File: src/logic/hdcal_pkg.sv
// Shared constants and carrier types for the haptic drive calibration registers
package hdcal_pkg;

	// ==========================================================
	// Register offsets
	localparam logic [7:0] ADDR_BRAKE_TIME_ADJUST = 8'h10;
	localparam logic [7:0] ADDR_NOMINAL_DRIVE_LEVEL = 8'h16;
	localparam logic [7:0] ADDR_OVERDRIVE_LIMIT_LEVEL = 8'h17;
	localparam logic [7:0] ADDR_CALIB_LOSS_COMPENSATION = 8'h18;
	localparam logic [7:0] ADDR_CALIB_BACKEMF_LEVEL = 8'h19;

	// ==========================================================
	// Reset values
	localparam logic [7:0] RST_BRAKE_TIME_ADJUST = 8'h00;
	localparam logic [7:0] RST_NOMINAL_DRIVE_LEVEL = 8'h3F;
	localparam logic [7:0] RST_OVERDRIVE_LIMIT_LEVEL = 8'h89;
	localparam logic [7:0] RST_CALIB_LOSS_COMPENSATION = 8'h0D;
	localparam logic [7:0] RST_CALIB_BACKEMF_LEVEL = 8'h6D;

	// ==========================================================
	// Timing: one brake adjustment step, and the core clock rate
	localparam int BRAKE_STEP_US = 5000;
	localparam int CORE_CLK_HZ = 125000000;
	localparam int BRAKE_STEP_CYCLES = BRAKE_STEP_US * (CORE_CLK_HZ / 1000000);

	// ==========================================================
	// Loss compensation divisor (coefficient is 1 + R/255)
	localparam int LOSS_COMP_DIVISOR = 255;

	// Field position of the feedback gain code inside the back-EMF result
	localparam int BACKEMF_GAIN_MSB = 7;
	localparam int BACKEMF_GAIN_LSB = 6;

	// ==========================================================
	// Register access request from the serial bus engine
	typedef struct packed {
		logic wr;
		logic rd;
		logic [7:0] addr;
		logic [7:0] wdata;
	} hdcal_reg_req_s;

	// Result pair delivered by the calibration measurement
	typedef struct packed {
		logic valid;
		logic [7:0] loss_comp;
		logic [7:0] backemf;
	} hdcal_meas_s;

endpackage

File: src/logic/hdcal_gain_scale.sv
// Drive gain scaler applying the loss compensation coefficient
`timescale 1ns/1ps

module hdcal_gain_scale
	import hdcal_pkg::*;
#(
	parameter int WIDTH = 8
) (
	// Clock and reset
	input wire logic core_clk,
	input wire logic rst_n,
	// Operands
	input wire logic [WIDTH-1:0] level,
	input wire logic [WIDTH-1:0] comp,
	// Scaled level, one bit wider than the input
	output logic [WIDTH:0] scaled_q
);

	// ==========================================================
	// Elaboration check
	if (WIDTH < 2 || WIDTH > 16) begin : g_bad_width
		$error("hdcal_gain_scale: WIDTH out of range");
	end

	// ==========================================================
	// Arithmetic: level * (1 + comp/255), exact division, no rounding up
	logic [2*WIDTH-1:0] prod;
	logic [2*WIDTH-1:0] quot;
	logic [WIDTH:0] scaled_d;
	assign prod = level * comp;
	assign quot = prod / (2*WIDTH)'(LOSS_COMP_DIVISOR);
	assign scaled_d = {1'b0, level} + quot[WIDTH:0];

	// Output register
	always_ff @(posedge core_clk) begin
		if (!rst_n) begin
			scaled_q <= '0;
		end else begin
			scaled_q <= scaled_d;
		end
	end

endmodule

File: src/logic/hdcal_regs.sv
// Calibration and drive-reference register bank of the haptic driver
`timescale 1ns/1ps

// What this block does
// - The brake field is a signed count and shifts the brake segment by count times 5 ms.
// - The brake segment is the segment with the most negative drive value of the waveform.
// - The brake shift applies only in open loop and is ignored in closed loop.
// - The nominal level is the full-scale reference in closed loop; in open loop only the calibration latch (calib_nominal_q) uses it.
// - In closed loop the output is limited to nominal, or to the overdrive clamp while auto_boost is set.
// - In open loop the overdrive clamp is the full-scale reference.
// - Playback multiplies drive by 1 + R/255 using the loss compensation result R.
// - Calibration derives the loss result from the measured actuator impedance.
// - Calibration stores an 8-bit back-EMF result B worth (B/255)*1.22 V/scale setting.
// - The stored back-EMF result picks the closed-loop feedback gain.
// - Go with calibration mode starts calibration, which writes both result registers.
module hdcal_regs
	import hdcal_pkg::*;
#(
	parameter int STEP_CYCLES = BRAKE_STEP_CYCLES,
	parameter int SEG_IDX_W = 5
) (
	// Clock and reset
	input wire logic core_clk,
	input wire logic rst_n,
	// Register access from the serial bus engine
	input wire hdcal_reg_req_s reg_req,
	output logic [7:0] reg_rdata_q,
	output logic reg_rvalid_q,
	// Mode and control from the control registers
	input wire logic loop_closed,
	input wire logic calib_go,
	input wire logic [1:0] backemf_scale_setting,
	// Calibration measurement
	input wire hdcal_meas_s meas,
	output logic calib_busy_q,
	output logic calib_done_q,
	output logic [7:0] calib_nominal_q,
	// Waveform segment scan
	input wire logic seg_valid,
	input wire logic seg_last,
	input wire logic signed [7:0] seg_level,
	output logic [SEG_IDX_W-1:0] brake_seg_idx_q,
	output logic brake_seg_found_q,
	output logic signed [31:0] brake_offset_cycles_q,
	// Playback drive path
	input wire logic [7:0] drive_req,
	input wire logic auto_boost,
	output logic [7:0] full_scale_ref_q,
	output logic [7:0] drive_level_q,
	output logic [8:0] drive_scaled_q,
	output logic [1:0] fb_gain_sel_q
);

	// ==========================================================
	// Elaboration checks
	if (STEP_CYCLES < 1 || STEP_CYCLES > 8000000) begin : g_bad_step
		$error("hdcal_regs: STEP_CYCLES out of range");
	end
	if (SEG_IDX_W < 1 || SEG_IDX_W > 16) begin : g_bad_idx
		$error("hdcal_regs: SEG_IDX_W out of range");
	end

	// ==========================================================
	// Register storage
	logic [7:0] brake_duration_adjust_q;
	logic [7:0] nominal_q;
	logic [7:0] overdrive_limit_level_q;
	logic [7:0] loss_comp_q;
	logic [7:0] backemf_calibration_result_q;

	typedef enum logic [1:0] {CAL_IDLE, CAL_MEASURE, CAL_STORE} hdcal_cal_e;
	hdcal_cal_e cal_q;
	hdcal_cal_e cal_d;

	// Address decode
	wire hit_brake = reg_req.addr == ADDR_BRAKE_TIME_ADJUST;
	wire hit_nom = reg_req.addr == ADDR_NOMINAL_DRIVE_LEVEL;
	wire hit_clamp = reg_req.addr == ADDR_OVERDRIVE_LIMIT_LEVEL;
	wire hit_comp = reg_req.addr == ADDR_CALIB_LOSS_COMPENSATION;
	wire hit_bemf = reg_req.addr == ADDR_CALIB_BACKEMF_LEVEL;

	// Calibration store wins over a host write in the same cycle
	wire cal_store = cal_q == CAL_STORE;
	wire [7:0] read_mux = hit_brake ? brake_duration_adjust_q :
		hit_nom ? nominal_q :
		hit_clamp ? overdrive_limit_level_q :
		hit_comp ? loss_comp_q :
		hit_bemf ? backemf_calibration_result_q : 8'h00;

	// Host-side configuration registers
	always_ff @(posedge core_clk) begin
		if (!rst_n) begin
			brake_duration_adjust_q <= RST_BRAKE_TIME_ADJUST;
			nominal_q <= RST_NOMINAL_DRIVE_LEVEL;
			overdrive_limit_level_q <= RST_OVERDRIVE_LIMIT_LEVEL;
		end else if (reg_req.wr) begin
			if (hit_brake) brake_duration_adjust_q <= reg_req.wdata;
			if (hit_nom) nominal_q <= reg_req.wdata;
			if (hit_clamp) overdrive_limit_level_q <= reg_req.wdata;
		end
	end

	// Result registers: host writes persist until calibration stores
	// writable results
	always_ff @(posedge core_clk) begin
		if (!rst_n) begin
			loss_comp_q <= RST_CALIB_LOSS_COMPENSATION;
			backemf_calibration_result_q <= RST_CALIB_BACKEMF_LEVEL;
		end else if (cal_store) begin
			loss_comp_q <= meas.loss_comp;
			backemf_calibration_result_q <= meas.backemf;
		end else if (reg_req.wr) begin
			if (hit_comp) loss_comp_q <= reg_req.wdata;
			if (hit_bemf) backemf_calibration_result_q <= reg_req.wdata;
		end
	end

	// Read port, unmapped addresses read zero
	always_ff @(posedge core_clk) begin
		if (!rst_n) begin
			reg_rdata_q <= 8'h00;
			reg_rvalid_q <= 1'b0;
		end else begin
			reg_rdata_q <= reg_req.rd ? read_mux : reg_rdata_q;
			reg_rvalid_q <= reg_req.rd;
		end
	end

	// ==========================================================
	// Calibration sequencer
	// The measurement front end holds meas.valid only while results are good,
	// so STORE, one cycle after valid is seen, still samples those held values.
	always_comb begin
		cal_d = cal_q;
		unique case (cal_q)
			CAL_IDLE: if (calib_go) cal_d = CAL_MEASURE;
			CAL_MEASURE: if (meas.valid) cal_d = CAL_STORE;
			CAL_STORE: cal_d = CAL_IDLE;
		endcase
	end

	// Sequencer state and status; nominal level latched for the front end
	always_ff @(posedge core_clk) begin
		if (!rst_n) begin
			cal_q <= CAL_IDLE;
			calib_busy_q <= 1'b0;
			calib_done_q <= 1'b0;
			calib_nominal_q <= RST_NOMINAL_DRIVE_LEVEL;
		end else begin
			cal_q <= cal_d;
			calib_busy_q <= cal_d != CAL_IDLE;
			calib_done_q <= cal_store;
			if (cal_q == CAL_IDLE && calib_go) calib_nominal_q <= nominal_q;
		end
	end

	// ==========================================================
	// Brake segment scan: strictly lower wins, so the first minimum is kept
	logic [SEG_IDX_W-1:0] seg_cnt_q;
	logic [SEG_IDX_W-1:0] min_idx_q;
	logic signed [7:0] min_lvl_q;
	logic min_any_q;
	wire first_seg = !min_any_q;
	wire new_min = seg_valid && (first_seg || seg_level < min_lvl_q);
	wire [SEG_IDX_W-1:0] cur_idx = new_min ? seg_cnt_q : min_idx_q;

	always_ff @(posedge core_clk) begin
		if (!rst_n) begin
			seg_cnt_q <= '0;
			min_idx_q <= '0;
			min_lvl_q <= 8'sh00;
			min_any_q <= 1'b0;
			brake_seg_idx_q <= '0;
			brake_seg_found_q <= 1'b0;
		end else begin
			brake_seg_found_q <= seg_valid && seg_last;
			if (seg_valid && seg_last) begin
				brake_seg_idx_q <= cur_idx;
				seg_cnt_q <= '0;
				min_any_q <= 1'b0;
			end else if (seg_valid) begin
				seg_cnt_q <= seg_cnt_q + 1'b1;
				min_any_q <= 1'b1;
				if (new_min) begin
					min_idx_q <= seg_cnt_q;
					min_lvl_q <= seg_level;
				end
			end
		end
	end

	// ==========================================================
	// Brake time offset in core cycles; zero in closed loop
	wire signed [31:0] brake_cnt = 32'(signed'(brake_duration_adjust_q));
	wire signed [31:0] brake_off = brake_cnt * 32'(STEP_CYCLES);

	always_ff @(posedge core_clk) begin
		if (!rst_n) begin
			brake_offset_cycles_q <= 32'sh0;
		end else begin
			// signed count of 5 ms steps
			brake_offset_cycles_q <= loop_closed ? 32'sh0 : brake_off;
		end
	end

	// ==========================================================
	// Full-scale reference and drive limit
	wire [7:0] ref_sel = loop_closed ? nominal_q : overdrive_limit_level_q;
	wire [7:0] limit = (loop_closed && !auto_boost) ? nominal_q : overdrive_limit_level_q;
	wire [7:0] limited = drive_req > limit ? limit : drive_req;

	always_ff @(posedge core_clk) begin
		if (!rst_n) begin
			full_scale_ref_q <= RST_OVERDRIVE_LIMIT_LEVEL;
			drive_level_q <= 8'h00;
			fb_gain_sel_q <= 2'b00;
		end else begin
			full_scale_ref_q <= ref_sel;
			drive_level_q <= limited;
			// gain from back-EMF result; a strong return needs less gain
			// inverted result code plus the scale setting
			fb_gain_sel_q <= ~backemf_calibration_result_q[BACKEMF_GAIN_MSB:BACKEMF_GAIN_LSB]
				+ backemf_scale_setting;
		end
	end

	// Loss compensation applied to the limited drive
	// coefficient 1 + R/255
	hdcal_gain_scale #(
		.WIDTH(8)
	) u_gain (
		.core_clk(core_clk),
		.rst_n(rst_n),
		.level(drive_level_q),
		.comp(loss_comp_q),
		.scaled_q(drive_scaled_q)
	);

endmodule

File: config.mk
export PLATFORM = sky130hd
export DESIGN_NAME = hdcal_regs
export DESIGN_NICKNAME = d
export VERILOG_FILES = /design/src/logic/hdcal_pkg.sv /design/src/logic/hdcal_gain_scale.sv /design/src/logic/hdcal_regs.sv
export SDC_FILE = /design/constraint.sdc
export NUM_CORES = 1
export LEC_CHECK = 0
export ABC_AREA = 1
export BUFFER_PORTS_ARGS = -buffer_cell sky130_fd_sc_hd__buf_2
export CAP_MARGIN = 20
export CORE_MARGIN = 4
export CORE_UTILIZATION = 44
export CTS_CLUSTER_SIZE = 10
export DETAILED_ROUTE_END_ITERATION = 7
export PLACE_DENSITY_LB_ADDON = 0.15
export SLEW_MARGIN = 20
export SYNTH_ARGS = -nofsm -noshare
export SYNTH_HDL_FRONTEND = slang
export SYNTH_SLANG_ARGS = --single-unit
File: constraint.sdc
create_clock -name core_clk -period 10.03 [get_ports core_clk]
set_input_delay 0.5015 -clock core_clk [delete_from_list [all_inputs] [get_ports core_clk]]
set_output_delay 0.5015 -clock core_clk [all_outputs]
set_load 0.02 [all_outputs]
==> impl_metrics.py <==
metrics = {
    "timing": {
        "fmax_ghz": 0.1026,
        "setup_viol": 0,
        "hold_violations": 0,
        "fin_crit_ns": 9.742,
        "fin_crit_sh": 0.9713,
        "drv_slew": 0,
        "grt_setup_unrepaired": "yes",
        "relSlewSlack": 0.3878,
        "worstMarginPinSlew_ns": 0.9113,
        "finalWorstSetupSlack_ns": 0.2879,
        "finalClockSkew_ns": 0.01436,
    },
    "logic_synthesis": {
        "synth_top_area_frac": 0.2298,
        "postSynthCellCount": 1742,
        "synth_common_cells": "nand2_1 (385), inv_1 (370), dfxtp_1 (139)",
        "netlist-cell-type-count": 52,
        "yosys_warnings": 0,
        "yosys-top-cells-area": "dfxtp_1 (23%), ha_1 (14%), nand2_1 (12%)",
        "synth_top_area_cell": "dfxtp_1",
        "synth.cell_area_mm2": 0.01211,
        "avgSynthCellArea_um2": 6.952,
        "async_reset_ff_frac": 0,
        "synth-seq-area-share": 0.2298,
        "ys.flop_type": "dfxtp_1",
        "synth-edff-count": 0,
        "synth_seq_cells": 139,
        "yosysMostFrequentCell": "nand2_1",
    },
    "power": {
        "cellPowerDensity_mw_per_mm2": 167.8,
        "combPwrFrac": 0.516,
        "clkPwrFrac": 0.253,
        "power.internal_mw": 1.452,
        "pwr-share-seq": 0.232,
        "swShare": 0.4398,
        "ir_worst_vdd_mv": 0.09370,
        "p_sw_mw": 1.140,
        "p_leak_nw": 8.528,
    },
    "placed_design": {
        "place_congestion": 0.8511,
        "io_buffer_count": 140,
        "place_area_mm2": 0.01374,
        "dp_hpwl_um": 26290,
        "dp_slack_ns": -0.1643,
    },
    "cells_and_area": {
        "drive_gt1_frac": 0.2713,
        "final_core_utilization": 0.5713,
        "final.fill_count": 2575,
        "antenna_cells": 0,
        "fin_nets": 2236,
        "fin_area_mm2": 0.01544,
        "synthToLayoutAreaGrowth_pct": 27.48,
    },
    "route": {
        "viasPerCell": 5.006,
        "wire_per_inst_um": 14.50,
        "post-route-drc-count": 0,
        "vias": 11710,
        "postRouteAntennaNets": 0,
        "wl_um": 33900,
        "drt_iter0_markers": 655,
        "drt_first_pass_iters": 6,
    },
    "critical_path": {
        "cpPeakStageDelay_ns": 0.57,
        "path_buf_inv": 11,
        "cp-start-kind": "flop",
        "reg2reg_to": "u_gain.scaled_q[8]",
        "path_class": "reg -> reg",
        "cp_top_family": "simple AND/OR/NAND/NOR gates",
        "r2r_setup_slack_ns": 0.29,
        "worstPathRequired_ns": 10.39,
        "crit_fanout": 6,
        "slowest_stage": "fa_1",
        "ff2ff_path_depth": 73,
        "end_kind": "flop",
        "arrival_ns": 10.10,
        "rr_startpoint": "loss_comp_q[2]",
    },
    "min_path": {
        "hold_class": "in -> reg",
        "hp-start": "meas[10]",
        "whs_path_depth": 3,
        "hold_end": "loss_comp_q[2]",
    },
    "floorplanning": {
        "rows": 60,
        "core_mm2": 0.02703,
        "die-area_mm2": 0.03024,
        "die-width_um": 173.9,
        "io_pins": 144,
        "start_util": 0.4481,
        "fp.dieH_um": 173.9,
    },
    "run": {
        "max_cap_violations": 0,
    },
    "global_routing": {
        "grt_first_pass_wirelength_um": 53990,
        "overflow": 0,
        "antenna_found_initial": 3,
        "grt_pass1_vias": 11290,
        "track_usage": 0.2137,
        "grt_max_degree": 67,
    },
    "clock_tree": {
        "cts.htree.levels": 4,
        "root_buffer": "clkbuf_16",
        "cts_tree": "done",
        "clk_latency_ns": 0.43,
        "clock_sinks": 139,
        "path_clk_slew_ns": 0.07,
        "clk_path_buf_depth": 2,
        "cts_made_buffers": 17,
    },
    "status": {
        "status": "finished, final reports clean",
    },
}
-- power groups by stage --
stage / logic [mW] / clock network [mW] / registers [mW]
2_1_floorplan: 0.708 / 0 / 0.631
3_3_place_gp: 1.08 / 0 / 0.612
3_5_place_dp: 1.09 / 0 / 0.612
4_1_cts: 1.10 / 0.663 / 0.600
5_1_grt: 1.48 / 0.695 / 0.604
6_report: 1.34 / 0.655 / 0.600
-- worst min-delay path: cells and delay by family --
family / cells / cell delay, ns
AO/OA/AOI/OAI: 2 / 0.13
buffers and inverters: 1 / 0.08
-- metal layers --
| layer | share of wire | wire, um | up-vias | track usage |
|---|---|---|---|---|
| li1 | - | - | 5984 | - |
| met1 | 0.44 | 14900 | 5465 | 0.2649 |
| met2 | 0.50 | 16910 | 205 | 0.3801 |
| met3 | 0.041 | 1397 | 49 | 0.04002 |
| met4 | 0.020 | 666 | 6 | 0.05972 |
| met5 | 0.00086 | 29 | - | 0 |
-- cell type report --
| cell class | instances | area (um^2) | area share |
|---|---|---|---|
| Sequential cell | 139 | 2826 | 0.1831 |
| Clock buffer | 17 | 425.4 | 0.02755 |
| Clock inverter | 15 | 186.4 | 0.01208 |
| Tap cell | 341 | 426.7 | 0.02764 |
| Multi-Input combinational cell | 1176 | 8457 | 0.5478 |
| Inverter | 384 | 1451 | 0.09401 |
| Timing Repair Buffer | 267 | 1665 | 0.1079 |
-- per-stage QoR --
step / hold WS (ns) / setup TNS [ns] / power, mW / std cells
final: 0.3217 / 0 / 2.591 / 2339
after global routing: 0.3291 / -0.4084 / 2.779 / 2339
after global placement: 0.4451 / 0 / 1.694 / 2271
after floorplan: 0.4244 / 0 / 1.339 / 1744
after CTS: 0.3134 / 0 / 2.367 / 2306
after detailed placement: 0.4524 / -0.2312 / 1.700 / 2271
-- sequential cells by signal (all words and copies together), names as in the netlist --
signal / cells
cal_q: 2
full_scale_ref_q: 8
loss_comp_q: 8
seg_cnt_q: 5
calib_nominal_q: 8
reg_rdata_q: 8
calib_done_q: 1
overdrive_limit_level_q: 8
min_lvl_q: 8
reg_rvalid_q: 1
min_idx_q: 5
calib_busy_q: 1
fb_gain_sel_q: 2
brake_offset_cycles_q: 26
backemf_calibration_result_q: 8
brake_seg_idx_q: 5
brake_duration_adjust_q: 8
min_any_q: 1
u_gain.scaled_q: 9
nominal_q: 8
brake_seg_found_q: 1
drive_level_q: 8
-- how the worst max path moves through the flow --
stage / start / endpoint / slack [ns] / cells after the start
after floorplan: drive_level_q[1] / u_gain.scaled_q[8] / 0.42 / 77
after global placement: drive_level_q[3] / u_gain.scaled_q[8] / 0.05 / 73
after detailed placement: drive_level_q[4] / u_gain.scaled_q[8] / -0.16 / 69
after CTS: loss_comp_q[5] / u_gain.scaled_q[8] / 0.002 / 74
after global routing: loss_comp_q[2] / u_gain.scaled_q[8] / -0.33 / 73
final: loss_comp_q[2] / u_gain.scaled_q[8] / 0.29 / 73
-- cell families after synthesis --
group / Yosys count / synth area share
AO/OA/AOI/OAI: 313 / 0.1468
XOR/XNOR: 11 / 0.007956
adder cells (fa/ha/maj): 191 / 0.2345
buffers and inverters: 431 / 0.1358
flip-flops: 139 / 0.2298
multiplexers: 1 / 0.0008266
other: 1 / 0.0003097
AND/OR/NAND/NOR: 655 / 0.2440
-- what timing repair did --
item,CTS,global route
gates cloned,0,2
hold buffers,0,0
setup endpoints to repair,2,7
resized for setup,16,215
buffers inserted,3,32
pin swaps,4,99
-- cell usage in the layout (no fill, tap or decap), drive strengths merged, types with 2 or more instances in the layout --
| cell type | count |
|---|---|
| a21boi | 2 |
| a21oi | 132 |
| a221oi | 8 |
| a22oi | 2 |
| a31oi | 10 |
| buf | 267 |
| clkbuf | 17 |
| clkinv | 9 |
| conb | 3 |
| dfxtp | 139 |
| fa | 60 |
| ha | 131 |
| inv | 390 |
| nand2 | 417 |
| nand3 | 83 |
| nand4 | 14 |
| nor2 | 120 |
| nor3 | 12 |
| nor4 | 3 |
| o211ai | 21 |
| o21a | 7 |
| o21ai | 113 |
| o21bai | 6 |
| o221ai | 3 |
| o22ai | 4 |
| o31ai | 2 |
| or2 | 4 |
| xnor2 | 3 |
| xor2 | 8 |
Note: power is estimated with default switching activity, not from simulation.
